## config.mk

```make
export PLATFORM = sky130hd
export DESIGN_NAME = jcr_config_regs
export DESIGN_NICKNAME = d
export VERILOG_FILES = /design/src/core/jcr_pkg.sv /design/src/core/jcr_lock_counter.sv /design/src/core/jcr_config_regs.sv
export SDC_FILE = /design/constraint.sdc
export NUM_CORES = 2
export LEC_CHECK = 0
export BUFFER_PORTS_ARGS = -buffer_cell sky130_fd_sc_hd__buf_4
export CAP_MARGIN = 20
export CORE_ASPECT_RATIO = 0.8
export CORE_UTILIZATION = 65
export CTS_BUF_LIST = sky130_fd_sc_hd__clkbuf_8
export DETAILED_ROUTE_END_ITERATION = 10
export PLACE_DENSITY = 0.89
export SLEW_MARGIN = 20
export SYNTH_ARGS = -nofsm -noshare
export SYNTH_HDL_FRONTEND = slang
export SYNTH_SLANG_ARGS = --single-unit
```

## constraint.sdc

```tcl
create_clock -name clock_i -period 12 [get_ports clock_i]
set_input_delay 1.8 -clock clock_i [delete_from_list [all_inputs] [get_ports clock_i]]
set_output_delay 1.8 -clock clock_i [all_outputs]
set_load 0.03 [all_outputs]
```

## src/core/jcr_pkg.sv

```systemverilog
package jcr_pkg;

  localparam int ADDR_W = 5;
  localparam int NUM_REGS = 32;

  localparam logic [4:0] REG_HOLDOVER_MODE = 5'h0C;
  localparam logic [4:0] REG_DAC_TRIP = 5'h0E;
  localparam logic [4:0] REG_MANUAL_DAC = 5'h0F;
  localparam logic [4:0] REG_PATH_DELAY = 5'h18;
  localparam logic [4:0] REG_DAC_CLK = 5'h19;
  localparam logic [4:0] REG_LOOP2_LOCK = 5'h1A;
  localparam logic [4:0] REG_LOOP1_REF = 5'h1B;
  localparam logic [4:0] REG_LOOP2_REF = 5'h1C;
  localparam logic [4:0] REG_CAL_DIV = 5'h1D;
  localparam logic [4:0] REG_LOOP2_FB = 5'h1E;
  localparam logic [4:0] REG_READBACK = 5'h1F;

  // Field positions (low bit of each field)
  localparam int POS_HIGH_TRIP = 14;
  localparam int POS_LOW_TRIP = 6;
  localparam int POS_RAIL_DET = 5;
  localparam int POS_MANUAL_TUNING_VALUE = 22;
  localparam int POS_MAN_EN = 20;
  localparam int POS_COUNT = 6;
  localparam int POS_FORCE_HOLD = 5;
  localparam int POS_TRACK_EN = 8;
  localparam int POS_HOLD_MODE = 6;
  localparam int POS_WND1 = 6;
  localparam int POS_DAC_DIV = 22;
  localparam int POS_WND2 = 30;
  localparam int POS_DOUBLER = 29;
  localparam int POS_PRE_B = 22;
  localparam int POS_PRE_A = 20;
  localparam int POS_DIV14 = 6;
  localparam int POS_L2_REF = 20;
  localparam int POS_FAST_PDF = 23;
  localparam int POS_DIV18 = 5;
  localparam int POS_PRESCALER = 24;
  localparam int POS_RB_LEVEL = 21;
  localparam int POS_RB_ADDR = 16;
  localparam int POS_WLOCK = 5;
  localparam int POS_GRP_PD = 31;
  localparam int POS_GRP_SRC = 30;
  localparam int POS_SOFT_RST = 17;
  localparam int POS_POWERDOWN = 17;

  localparam logic [1:0] HOLD_MODE_ENABLE = 2'h2;
  localparam logic [9:0] DAC_FULL_SCALE = 10'h3FF;

  // Values after reset, already placed at their bit positions
  localparam logic [31:0] RST_HOLD_MODE = 32'h1B00_0180;
  localparam logic [31:0] RST_MANUAL_DAC = 32'h8000_8000;
  localparam logic [31:0] RST_PATH_DELAY = 32'h0000_00C0;
  localparam logic [31:0] RST_DAC_CLK = 32'h0101_0000;
  localparam logic [31:0] RST_LOOP2_LOCK = 32'h0008_0000;
  localparam logic [31:0] RST_LOOP1_REF = 32'h1000_1800;
  localparam logic [31:0] RST_LOOP2_REF = 32'h0040_3000;
  localparam logic [31:0] RST_CAL_DIV = 32'h0780_0600;
  localparam logic [31:0] RST_LOOP2_FB = 32'h0200_0600;
  localparam logic [31:0] RST_READBACK = 32'h001F_0000;

  function automatic logic [31:0] reset_value(input logic [4:0] idx);
    if (idx == REG_HOLDOVER_MODE) reset_value = RST_HOLD_MODE;
    else if (idx == REG_MANUAL_DAC) reset_value = RST_MANUAL_DAC;
    else if (idx == REG_PATH_DELAY) reset_value = RST_PATH_DELAY;
    else if (idx == REG_DAC_CLK) reset_value = RST_DAC_CLK;
    else if (idx == REG_LOOP2_LOCK) reset_value = RST_LOOP2_LOCK;
    else if (idx == REG_LOOP1_REF) reset_value = RST_LOOP1_REF;
    else if (idx == REG_LOOP2_REF) reset_value = RST_LOOP2_REF;
    else if (idx == REG_CAL_DIV) reset_value = RST_CAL_DIV;
    else if (idx == REG_LOOP2_FB) reset_value = RST_LOOP2_FB;
    else if (idx == REG_READBACK) reset_value = RST_READBACK;
    else reset_value = 32'h0000_0000;
  endfunction : reset_value

endpackage : jcr_pkg

```

## src/core/jcr_lock_counter.sv

```systemverilog
`timescale 1ns/1ps
`default_nettype none
module jcr_lock_counter
  import jcr_pkg::*;
(
  input wire logic clock_i,
  input wire logic srst_i,
  input wire logic enable_i,
  input wire logic tick_i,
  input wire logic in_window_i,
  input wire logic [13:0] target_i,
  output logic locked_o
);

  logic [13:0] count_q;

  // Counts in-window compare cycles; any miss starts the run over
  always_ff @(posedge clock_i) begin
    if (srst_i || !enable_i) begin
      count_q <= 14'h0000;
      locked_o <= 1'b0;
    end else if (tick_i) begin
      if (!in_window_i) begin
        count_q <= 14'h0000;
        locked_o <= 1'b0;
      end else if (count_q < target_i) begin
        count_q <= count_q + 14'h0001;
        locked_o <= (count_q + 14'h0001) >= target_i;
      end else begin
        locked_o <= 1'b1;
      end
    end
  end

endmodule : jcr_lock_counter
`default_nettype wire

```

## src/core/jcr_config_regs.sv

```systemverilog
`timescale 1ns/1ps
`default_nettype none
module jcr_config_regs
  import jcr_pkg::*;
(
  input wire logic clock_i,
  input wire logic srst_i,
  input wire logic serial_clock_i,
  input wire logic serial_data_i,
  input wire logic serial_latch_enable_i,
  input wire logic pd1_tick_i,
  input wire logic pd2_tick_i,
  input wire logic loop1_in_window_i,
  input wire logic loop2_in_window_i,
  input wire logic [9:0] track_dac_i,
  output logic readback_data_o,
  output logic loop1_lock_o,
  output logic loop2_lock_o,
  output logic holdover_o,
  output logic [9:0] dac_value_o,
  output logic dac_update_o,
  output logic [13:0] loop1_ref_divider_o,
  output logic [13:0] loop1_fb_divider_o,
  output logic [11:0] loop2_ref_divider_o,
  output logic [17:0] loop2_fb_divider_o,
  output logic [2:0] loop2_prescaler_o,
  output logic [3:0] ref_input_a_prescale_o,
  output logic [3:0] ref_input_b_prescale_o,
  output logic [1:0] loop1_lock_window_o,
  output logic [1:0] loop2_lock_window_o,
  output logic loop2_ref_doubler_o,
  output logic loop2_fast_compare_enable_o,
  output logic powerdown_o,
  output logic [5:0] group_powerdown_o,
  output logic [5:0] group_source_select_o
);

  // ----------------------------------------------------------------
  // Helpers
  // ----------------------------------------------------------------
  // Two-bit code to prescale factor 1, 2, 4 or 8
  function automatic logic [3:0] prescale_factor(input logic [1:0] code);
    prescale_factor = 4'h1 << code;
  endfunction : prescale_factor

  // ----------------------------------------------------------------
  // Register storage
  // ----------------------------------------------------------------
  logic [31:0] cfg_q [NUM_REGS];
  logic [31:0] shift_q;
  logic [31:0] rb_q;
  logic sclk_q;
  logic le_q;

  wire sclk_rise = serial_clock_i && !sclk_q;
  wire sclk_fall = !serial_clock_i && sclk_q;
  wire le_rise = serial_latch_enable_i && !le_q;
  wire [4:0] wr_addr = shift_q[ADDR_W-1:0];
  wire write_lock = cfg_q[REG_READBACK][POS_WLOCK];
  // The lock bit lives in register 31, which must stay writable or the
  // port could never be unlocked again
  wire write_ok = le_rise && (!write_lock || wr_addr == REG_READBACK);
  // A soft reset frame is consumed by the reload: register 0 keeps its
  // default, so the host need not write it again with the bit clear
  wire soft_reset = write_ok && wr_addr == 5'h00 &&
                    shift_q[POS_SOFT_RST];

  // ----------------------------------------------------------------
  // Serial port front end
  // ----------------------------------------------------------------
  always_ff @(posedge clock_i) begin
    if (srst_i) begin
      sclk_q <= 1'b0;
      le_q <= 1'b0;
    end else begin
      sclk_q <= serial_clock_i;
      le_q <= serial_latch_enable_i;
    end
  end

  // Frames arrive MSB first; the low five bits name the register.
  // The host must hold each serial clock level for at least one system clock,
  // otherwise an edge is missed and the frame slips by one bit
  always_ff @(posedge clock_i) begin
    if (srst_i) begin
      shift_q <= 32'h0000_0000;
    end else if (sclk_rise) begin
      shift_q <= {shift_q[30:0], serial_data_i};
    end
  end

  // A latch to a locked register leaves storage untouched
  always_ff @(posedge clock_i) begin
    if (srst_i || soft_reset) begin
      for (int i = 0; i < NUM_REGS; i++) begin
        cfg_q[i] <= reset_value(5'(i));
      end
    end else if (write_ok) begin
      cfg_q[wr_addr] <= {shift_q[31:5], 5'h00};
    end
  end

  // ----------------------------------------------------------------
  // Field views
  // ----------------------------------------------------------------
  wire [31:0] trip_reg = cfg_q[REG_DAC_TRIP];
  wire [31:0] man_reg = cfg_q[REG_MANUAL_DAC];
  wire [5:0] high_trip = trip_reg[POS_HIGH_TRIP +: 6];
  wire [5:0] low_trip = trip_reg[POS_LOW_TRIP +: 6];
  wire rail_detect_en = trip_reg[POS_RAIL_DET];
  wire [9:0] manual_tuning_value = man_reg[POS_MANUAL_TUNING_VALUE +: 10];
  wire manual_tuning_override = man_reg[POS_MAN_EN];
  wire [13:0] hold_exit_count = man_reg[POS_COUNT +: 14];
  wire force_holdover = man_reg[POS_FORCE_HOLD];
  wire track_en = cfg_q[REG_HOLDOVER_MODE][POS_TRACK_EN];
  wire [1:0] hold_mode = cfg_q[REG_HOLDOVER_MODE][POS_HOLD_MODE +: 2];
  wire [9:0] dac_div = cfg_q[REG_DAC_CLK][POS_DAC_DIV +: 10];
  wire [13:0] loop1_count = cfg_q[REG_DAC_CLK][POS_COUNT +: 14];
  wire [13:0] loop2_count = cfg_q[REG_LOOP2_LOCK][POS_COUNT +: 14];
  wire rb_level = cfg_q[REG_READBACK][POS_RB_LEVEL];
  wire [4:0] rb_addr = cfg_q[REG_READBACK][POS_RB_ADDR +: 5];

  // ----------------------------------------------------------------
  // Configuration outputs
  // ----------------------------------------------------------------
  // Divider and window fields are passed on raw; range checking is
  // left to the host, since an illegal code only mistunes the loop.
  // The loop-2 window resets to a reserved code and relies on the host
  // rewriting it during configuration
  always_ff @(posedge clock_i) begin
    if (srst_i) begin
      loop1_ref_divider_o <= 14'h0000;
      loop1_fb_divider_o <= 14'h0000;
      loop2_ref_divider_o <= 12'h000;
      loop2_fb_divider_o <= 18'h00000;
      loop2_prescaler_o <= 3'h0;
      ref_input_a_prescale_o <= 4'h1;
      ref_input_b_prescale_o <= 4'h1;
      loop1_lock_window_o <= 2'h0;
      loop2_lock_window_o <= 2'h0;
      loop2_ref_doubler_o <= 1'b0;
      loop2_fast_compare_enable_o <= 1'b0;
    end else begin
      loop1_ref_divider_o <= cfg_q[REG_LOOP1_REF][POS_DIV14 +: 14];
      loop1_fb_divider_o <= cfg_q[REG_LOOP2_REF][POS_DIV14 +: 14];
      loop2_ref_divider_o <= cfg_q[REG_LOOP2_REF][POS_L2_REF +: 12];
      loop2_fb_divider_o <= cfg_q[REG_LOOP2_FB][POS_DIV18 +: 18];
      loop2_prescaler_o <= cfg_q[REG_LOOP2_FB][POS_PRESCALER +: 3];
      ref_input_a_prescale_o <=
        prescale_factor(cfg_q[REG_LOOP1_REF][POS_PRE_A +: 2]);
      ref_input_b_prescale_o <=
        prescale_factor(cfg_q[REG_LOOP1_REF][POS_PRE_B +: 2]);
      loop1_lock_window_o <= cfg_q[REG_PATH_DELAY][POS_WND1 +: 2];
      loop2_lock_window_o <= cfg_q[REG_LOOP2_LOCK][POS_WND2 +: 2];
      loop2_ref_doubler_o <= cfg_q[REG_LOOP2_LOCK][POS_DOUBLER];
      loop2_fast_compare_enable_o <=
        cfg_q[REG_CAL_DIV][POS_FAST_PDF];
    end
  end

  // Register 1 carries the chip power-down, registers 0 to 5 their group power-down; only groups 3 and 4 may pick
  // the oscillator, the rest are tied to the VCO path
  always_ff @(posedge clock_i) begin
    if (srst_i) begin
      powerdown_o <= 1'b0;
      group_powerdown_o <= 6'h00;
      group_source_select_o <= 6'h00;
    end else begin
      powerdown_o <= cfg_q[5'h01][POS_POWERDOWN];
      for (int g = 0; g < 6; g++) begin
        group_powerdown_o[g] <= cfg_q[g][POS_GRP_PD];
        group_source_select_o[g] <= (g == 3 || g == 4) &&
                                    cfg_q[g][POS_GRP_SRC];
      end
    end
  end

  // ----------------------------------------------------------------
  // DAC update clock and value
  // ----------------------------------------------------------------
  logic [9:0] dac_cnt_q;
  logic [9:0] dac_q;
  wire dac_tick = pd1_tick_i && (dac_cnt_q + 10'h001 >= dac_div);

  always_ff @(posedge clock_i) begin
    if (srst_i) begin
      dac_cnt_q <= 10'h000;
      dac_update_o <= 1'b0;
    end else begin
      dac_update_o <= dac_tick;
      if (dac_tick) begin
        dac_cnt_q <= 10'h000;
      end else if (pd1_tick_i) begin
        dac_cnt_q <= dac_cnt_q + 10'h001;
      end
    end
  end

  // Without manual tuning override, holdover freezes the last tracked value so the oscillator stays put
  always_ff @(posedge clock_i) begin
    if (srst_i) begin
      dac_q <= RST_MANUAL_DAC[POS_MANUAL_TUNING_VALUE +: 10];
    end else if (dac_tick) begin
      if (manual_tuning_override) begin
        dac_q <= manual_tuning_value;
      end else if (track_en && !holdover_o) begin
        dac_q <= track_dac_i;
      end
    end
  end

  always_ff @(posedge clock_i) begin
    if (srst_i) begin
      dac_value_o <= RST_MANUAL_DAC[POS_MANUAL_TUNING_VALUE +: 10];
    end else begin
      dac_value_o <= dac_q;
    end
  end

  // Rail trips compare the live value against the guard bands.
  // With a zero low band a DAC value of zero still trips, which keeps a
  // stuck-low tuning rail from passing as locked
  wire trip_high = dac_q >= (DAC_FULL_SCALE - {4'h0, high_trip});
  wire trip_low = dac_q <= {4'h0, low_trip};
  wire rail_trip = rail_detect_en && (trip_high || trip_low);

  // ----------------------------------------------------------------
  // Lock detection and holdover
  // ----------------------------------------------------------------
  logic lock1_raw;
  logic lock2_raw;
  logic hold_exit_ok;
  logic lock1_prev_q;

  jcr_lock_counter u_loop1_lock (
    .clock_i(clock_i),
    .srst_i(srst_i),
    .enable_i(1'b1),
    .tick_i(pd1_tick_i),
    .in_window_i(loop1_in_window_i),
    .target_i(loop1_count),
    .locked_o(lock1_raw)
  );

  jcr_lock_counter u_loop2_lock (
    .clock_i(clock_i),
    .srst_i(srst_i),
    .enable_i(1'b1),
    .tick_i(pd2_tick_i),
    .in_window_i(loop2_in_window_i),
    .target_i(loop2_count),
    .locked_o(lock2_raw)
  );

  // Exit qualification only runs while holdover is active, so every
  // holdover episode must earn a fresh uninterrupted run of lock
  jcr_lock_counter u_hold_exit (
    .clock_i(clock_i),
    .srst_i(srst_i),
    .enable_i(holdover_o),
    .tick_i(pd1_tick_i),
    .in_window_i(loop1_in_window_i && !rail_trip),
    .target_i(hold_exit_count),
    .locked_o(hold_exit_ok)
  );

  wire lock1_now = lock1_raw && !rail_trip;

  always_ff @(posedge clock_i) begin
    if (srst_i) begin
      loop1_lock_o <= 1'b0;
      loop2_lock_o <= 1'b0;
      lock1_prev_q <= 1'b0;
    end else begin
      loop1_lock_o <= lock1_now;
      loop2_lock_o <= lock2_raw;
      lock1_prev_q <= lock1_now;
    end
  end

  wire lock_lost = lock1_prev_q && !lock1_now;
  wire hold_enter = force_holdover || rail_trip ||
                    (hold_mode == HOLD_MODE_ENABLE && lock_lost);

  // Entry wins over exit in the same cycle
  always_ff @(posedge clock_i) begin
    if (srst_i) begin
      holdover_o <= 1'b0;
    end else if (hold_enter) begin
      holdover_o <= 1'b1;
    end else if (hold_exit_ok) begin
      holdover_o <= 1'b0;
    end
  end

  // ----------------------------------------------------------------
  // Readback
  // ----------------------------------------------------------------
  // Manual tuning field reads back the live DAC value, not what was
  // written
  function automatic logic [31:0] read_word(input logic [4:0] a);
    read_word = cfg_q[a];
    if (a == REG_MANUAL_DAC) begin
      read_word[POS_MANUAL_TUNING_VALUE +: 10] = dac_q;
    end
  endfunction : read_word

  // Each latch snapshots the selected register for the next frame.
  // The address is taken from storage before the current frame lands,
  // so a new readback address takes effect one frame later
  always_ff @(posedge clock_i) begin
    if (srst_i) begin
      rb_q <= 32'h0000_0000;
    end else if (le_rise) begin
      rb_q <= read_word(rb_addr);
    end else if (sclk_fall && serial_latch_enable_i == rb_level) begin
      rb_q <= {rb_q[30:0], 1'b0};
    end
  end

  always_ff @(posedge clock_i) begin
    if (srst_i) begin
      readback_data_o <= 1'b0;
    end else begin
      readback_data_o <= (serial_latch_enable_i == rb_level) &&
                         rb_q[31];
    end
  end

endmodule : jcr_config_regs
`default_nettype wire

```

Word level (Yosys, flattened, before mapping). Memory sizes are Yosys's and may differ from the RTL's. A register that Yosys moved wholly into a read port is not among the register bits. Cells that the tools add are included.

Register bits: 175. Bits in writable memories: 1024. Output and inout bits: 103. Memories kept: 1.

Memories: cfg_q (depth 32, bits a word 32, rd ports 18, clocked after Yosys merged registers in 10, write ports 32, RTL line jcr_config_regs.sv:49) `logic [31:0] cfg_q [NUM_REGS];`.

Add/sub/neg operators: 5. Magnitude comparators: 9. Equality and inequality tests: 7. Shift-type cells: 2. Muxes and demuxes: 38. Reductions and logical operators: 38.

Operator list (count): two-way mux 32 bit (14); two-way mux 14 bit (6); adder 14 x 1 -> 14 bit, second input constant (3); >= comparator 14 bit (3); < comparator 14 bit (3); OR reduction 32 bit (1); two-way mux 10 bit (3); >= comparator 10 bit (2); logical AND 1 bit (15); two-way mux 1 bit (14); adder 10 x 1 -> 10 bit, second input constant (1); <= comparator 10 x 6 -> 1 bit (1); AND reduction 2 bit (4); left shift 1 x 2 -> 4 bit, first input constant (2); subtractor 1 x 7 -> 8 bit, first input constant (1); zero test 1 bit (7); logical OR 1 bit (6); nonzero test 2 bit (3); == test 5 x 4 -> 1 bit, second input constant (1); == test 5 bit, second input constant (1); zero test 5 bit (1); two-way mux 5 bit (1); inequality test 2 x 1 -> 1 bit, second input constant (2); == test 2 bit, second input constant (1); other kinds (3) (3).

Longest topological paths before layout. An unclocked memory read counts as a cell.

Depth after elaboration: 12. Mapped depth: 13. Gate-level depth less buffers: 13.

Modules after synthesis. From an unflattened synthesis, not the netlist that was laid out.

Cell total of the unflattened synthesis: 3692. Area, all modules: 50288.2 um2.

Modules (own cells, without submodules): jcr_config_regs (times used 1, cells each 3167, area an instance 45964.1 um2, sequential area each 29548.3 um2); jcr_lock_counter (times used 3, cells each 175, area an instance 1441.4 um2, sequential area each 300.3 um2).

Least setup slack after synthesis. No wires, ideal clock.

Kind: input to register. Start point: in srst_i. End point: mem cfg_q[23][10] (enable). Arrival: 4.947 ns. Data required time: 11.551 ns. Path slack: 6.604 ns. Stages: 8. Cell sequence: clkbuf_1 -> nor2b_1 -> nor2b_1 -> buf_2 -> nand4_1 -> clkbuf_1 -> clkbuf_1 -> o21ai_0.

RTL lines: start, declared (RTL line jcr_config_regs.sv:7) `input wire logic srst_i,`; end, declared (RTL line jcr_config_regs.sv:49).

==> flow_summary.json <==
{
  "run_status": "finished clean",
  "totalNegativeSetupSlack_ns": 0,
  "tritoncts_num_sinks": 1089,
  "timing.slew.headroom_pct": 16.66,
  "synthesis.area_um2": 49860,
  "p_comb_share_pct": 4.5,
  "yosysWarnings": 0,
  "clk_path_buf_depth": 3,
  "grt_first_pass_wirelength_mm": 197.9,
  "fraction_of_met3_tracks_used_by_global_routing_pct": 10.75,
  "post_cts.repair.setup_buffers": 0,
  "gr-usage-met2_pct": 51.87,
  "synth.yosys.seq_area_share_pct": 61.07,
  "insertedDiodeCount": 0,
  "clk_transition_reported_paths_ns": 0.07,
  "clock_tree.root_cell": "sky130_fd_sc_hd__clkbuf_8",
  "synth_area_per_cell_um2": 14.11,
  "routabilityCongestion": 0.9168,
  "timing_worst_setup_path_type": "in2reg",
  "timing.final.ws_setup_ns": 7.760,
  "port-buffer-count": 117,
  "clock_tree_from_tritoncts": "done",
  "worst_path_max_delay_cell": "sky130_fd_sc_hd__o21ai_2",
  "ys_seq_elements": 1089,
  "syn-instance-count": 3535,
  "max-cap-violations": 0,
  "min_period_over_period_pct": 35.33,
  "worst_skew_pair.late_latency_ns": 0.87,
  "yosys.area_share.xor_xnor_pct": 0.7553,
  "yosys.cell_types.count": 61,
  "first_pass_iters": 6,
  "layout.core_utilization_pct": 72.57,
  "finalWorstPathRequiredPeriod_ns": 4.240,
  "busiest_layer": "met2",
  "cts-buffers-inserted": 162,
  "start_util_pct": 65.89,
  "setup_repair_after_global_routing_missed_its_margin": "no",
  "clock_skew_ns": 0.05278,
  "sequential_fraction_of_design_power_pct": 56.6,
  "vert_die_dim_um": 249.7,
  "area_growth_syn_to_layout_pct": 10.13,
  "critPathArrivalTime_ns": 4.74,
  "drc": 0,
  "critPathTopFamily": "simple AND/OR/NAND/NOR gates",
  "timing.critical_path.cells": "buf_6, nor2b_1, nor2b_1, nand3_1, buf_4, o21ai_2, buf_4",
  "hold_viol_final": 0,
  "finish.net_count": 3762,
  "synth-simple-area-share_pct": 15.58,
  "postCtsHoldBufs": 0,
  "first_global_vias": 31130,
  "setup-violations-final": 0,
  "dpl.hpwl_mm": 81.67,
  "cts.htree.levels": 4,
  "max_slew.worst_pin.slew_ns": 1.239,
  "die_area_um2": 77830,
  "remaining_global_route_overflow": 0,
  "p_int_uw": 5768,
  "critical_path.n_buffers_inverters": 3,
  "sw_frac_of_total_pct": 23.33,
  "synth_adder_area_share_pct": 2.760,
  "synthMuxAreaShare_pct": 12.82,
  "grt.total_usage_pct": 34.76,
  "antenna_found_initial": 6,
  "crit_fanout": 16,
  "drt.antenna.violating_nets": 0,
  "std_cell_rows": 90,
  "synth_enable_flop_cells": 864,
  "hold_path.class": "reg2reg",
  "post_cts.resized_instances": 0,
  "timing.critical_path.slowest_cell_delay_ns": 0.74,
  "fraction_of_layout_cells_with_a_size_suffix_above_1_pct": 19.99,
  "power.ir.vdd_worst_mv": 0.1195,
  "async_reset_ff_share_pct": 0,
  "vias_per_cell": 6.529,
  "drt_first_iter_violations": 4941,
  "routed_wirelength_mm": 133.1,
  "detailroute.via_count": 31230,
  "wl_per_cell_um": 27.83,
  "critical_path.endpoint_type": "register",
  "total_net_switching_power_uw": 1755,
  "die-width_um": 311.7,
  "start_kind": "input port",
  "totalPowerFinal_uw": 7523,
  "cellLeakagePower_uw": 0.02120,
  "boundaryPins": 122,
  "core_um2": 75670,
  "power.share.clock_pct": 38.9,
  "fmax_mhz": 235.9,
  "data_required_time_at_the_worst_endpoint_ns": 12.50,
  "final_max_slew_viol_count": 0,
  "grt_start_max_net_pins": 90,
  "power.density_cell_area_nw_per_um2": 137.0,
  "synth_compound_gate_area_share_pct": 4.002,
  "synth_top_family_by_area": "simple AND/OR/NAND/NOR gates",
  "met1_usage_pct": 47.46,
  "dp_worst_setup_slack_ns": 7.113,
  "synth_top_flop_cell": "sky130_fd_sc_hd__edfxtp_1"
}
cells in the final DEF (no fill, tap or decap), types with 68 or more instances in the layout:
cell type	n
sky130_fd_sc_hd__a21oi_1	68
sky130_fd_sc_hd__and2_1	834
sky130_fd_sc_hd__buf_4	215
sky130_fd_sc_hd__clkbuf_8	179
sky130_fd_sc_hd__dfxtp_1	211
sky130_fd_sc_hd__edfxtp_1	864
sky130_fd_sc_hd__ha_1	110
sky130_fd_sc_hd__inv_1	147
sky130_fd_sc_hd__mux4_2	262
sky130_fd_sc_hd__nand2_1	106
sky130_fd_sc_hd__nor2_1	84
sky130_fd_sc_hd__nor2b_1	124
cells in the mapped netlist, drive strengths merged (16+ instances only):
library cell | number | area, um^2
edfxtp | 864 | 25940
nand2b | 22 | 137.6
inv | 73 | 274.0
nand2 | 106 | 397.9
nand4 | 16 | 100.1
clkbuf | 229 | 859.6
a21o | 17 | 127.6
mux2i | 48 | 480.5
a21oi | 69 | 345.3
a211oi | 51 | 382.9
dfxtp | 225 | 4504
buf | 59 | 367.9
ha | 110 | 1376
mux4 | 262 | 5901
nor2 | 87 | 326.6
and2 | 834 | 5218
nor2b | 125 | 782.0
o21ai | 70 | 350.3
xnor2 | 17 | 148.9
xor2 | 26 | 227.7
and3 | 16 | 100.1
or3 | 36 | 225.2
nand3 | 27 | 135.1
area by class of cell:
class / instances / area, um^2
well taps: 1012 / 1266
multi-input cells: 2089 / 18130
fillers: 4452 / 20760
flip-flops and latches: 1089 / 30470
repair buffers: 218 / 1668
clock buffers: 179 / 2464
inverters: 73 / 274.0
clock inverters: 123 / 644.4
power by group through the flow:
stage	clock network (uW)	logic, uW	registers [uW]
floorplan	0	181	4340
global placement	0	319	4330
detailed placement	0	329	4330
CTS	2930	332	4260
global route	3100	352	4270
finish	2930	339	4260
cells by family after synthesis:
kind of cell             after synthesis
flip-flops                          1089
multiplexers                         311
adder cells (fa/ha/maj)              110
other                                  1
AND/OR/NAND/NOR                     1317
AO/OA/AOI/OAI                        303
XOR/XNOR                              43
buffers and inverters                361
flip-flops by register name (all words and copies together) (netlist names), 4 cells and up:
signal,count
u_loop2_lock.count_q,14
dac_value_o,10
loop1_ref_divider_o,14
dac_cnt_q,10
rb_q,27
loop2_ref_divider_o,12
cfg_q,864
shift_q,32
u_hold_exit.count_q,14
loop1_fb_divider_o,14
ref_input_a_prescale_o,4
dac_q,10
loop2_fb_divider_o,18
ref_input_b_prescale_o,4
u_loop1_lock.count_q,14
group_powerdown_o,6
per-layer routing:
layer	part of all wire [%]	up-vias
li1	-	13110
met1	35	15320
met2	45	2428
met3	15	368
met4	4.2	6
met5	0.092	-
worst reg2reg max path, delay by kind of cell, from the launching register on:
| kind | cells | cell delay (ns) |
|---|---|---|
| buf+inv | 2 | 1.66 |
| mux | 2 | 1.28 |
| compound gates | 2 | 0.41 |
| flops | 1 | 0.36 |
stage by stage:
step                      cells  hold WS, ns  instance area, um^2
final                      4783       0.4756                54910
after CTS                  4782       0.4835                54890
after global routing       4783       0.5087                54910
after global placement     4479       0.4428                51740
after detailed placement   4480       0.4753                51780
after floorplan            3539       0.4152                49880
worst paths after layout:
kind | end | start | depth (start not counted) | slack (ns)
worst min register to register | loop2_fb_divider_o[2] | cfg_q[30][7] | 1 | 0.48
worst max-delay path | cfg_q[25][6] | srst_i | 7 | 7.76
worst max register to register | rb_q[15] | cfg_q[31][16] | 6 | 8.11
worst min-delay path | loop2_fb_divider_o[2] | cfg_q[30][7] | 1 | 0.48
Note: power is estimated with default switching activity, not from simulation.
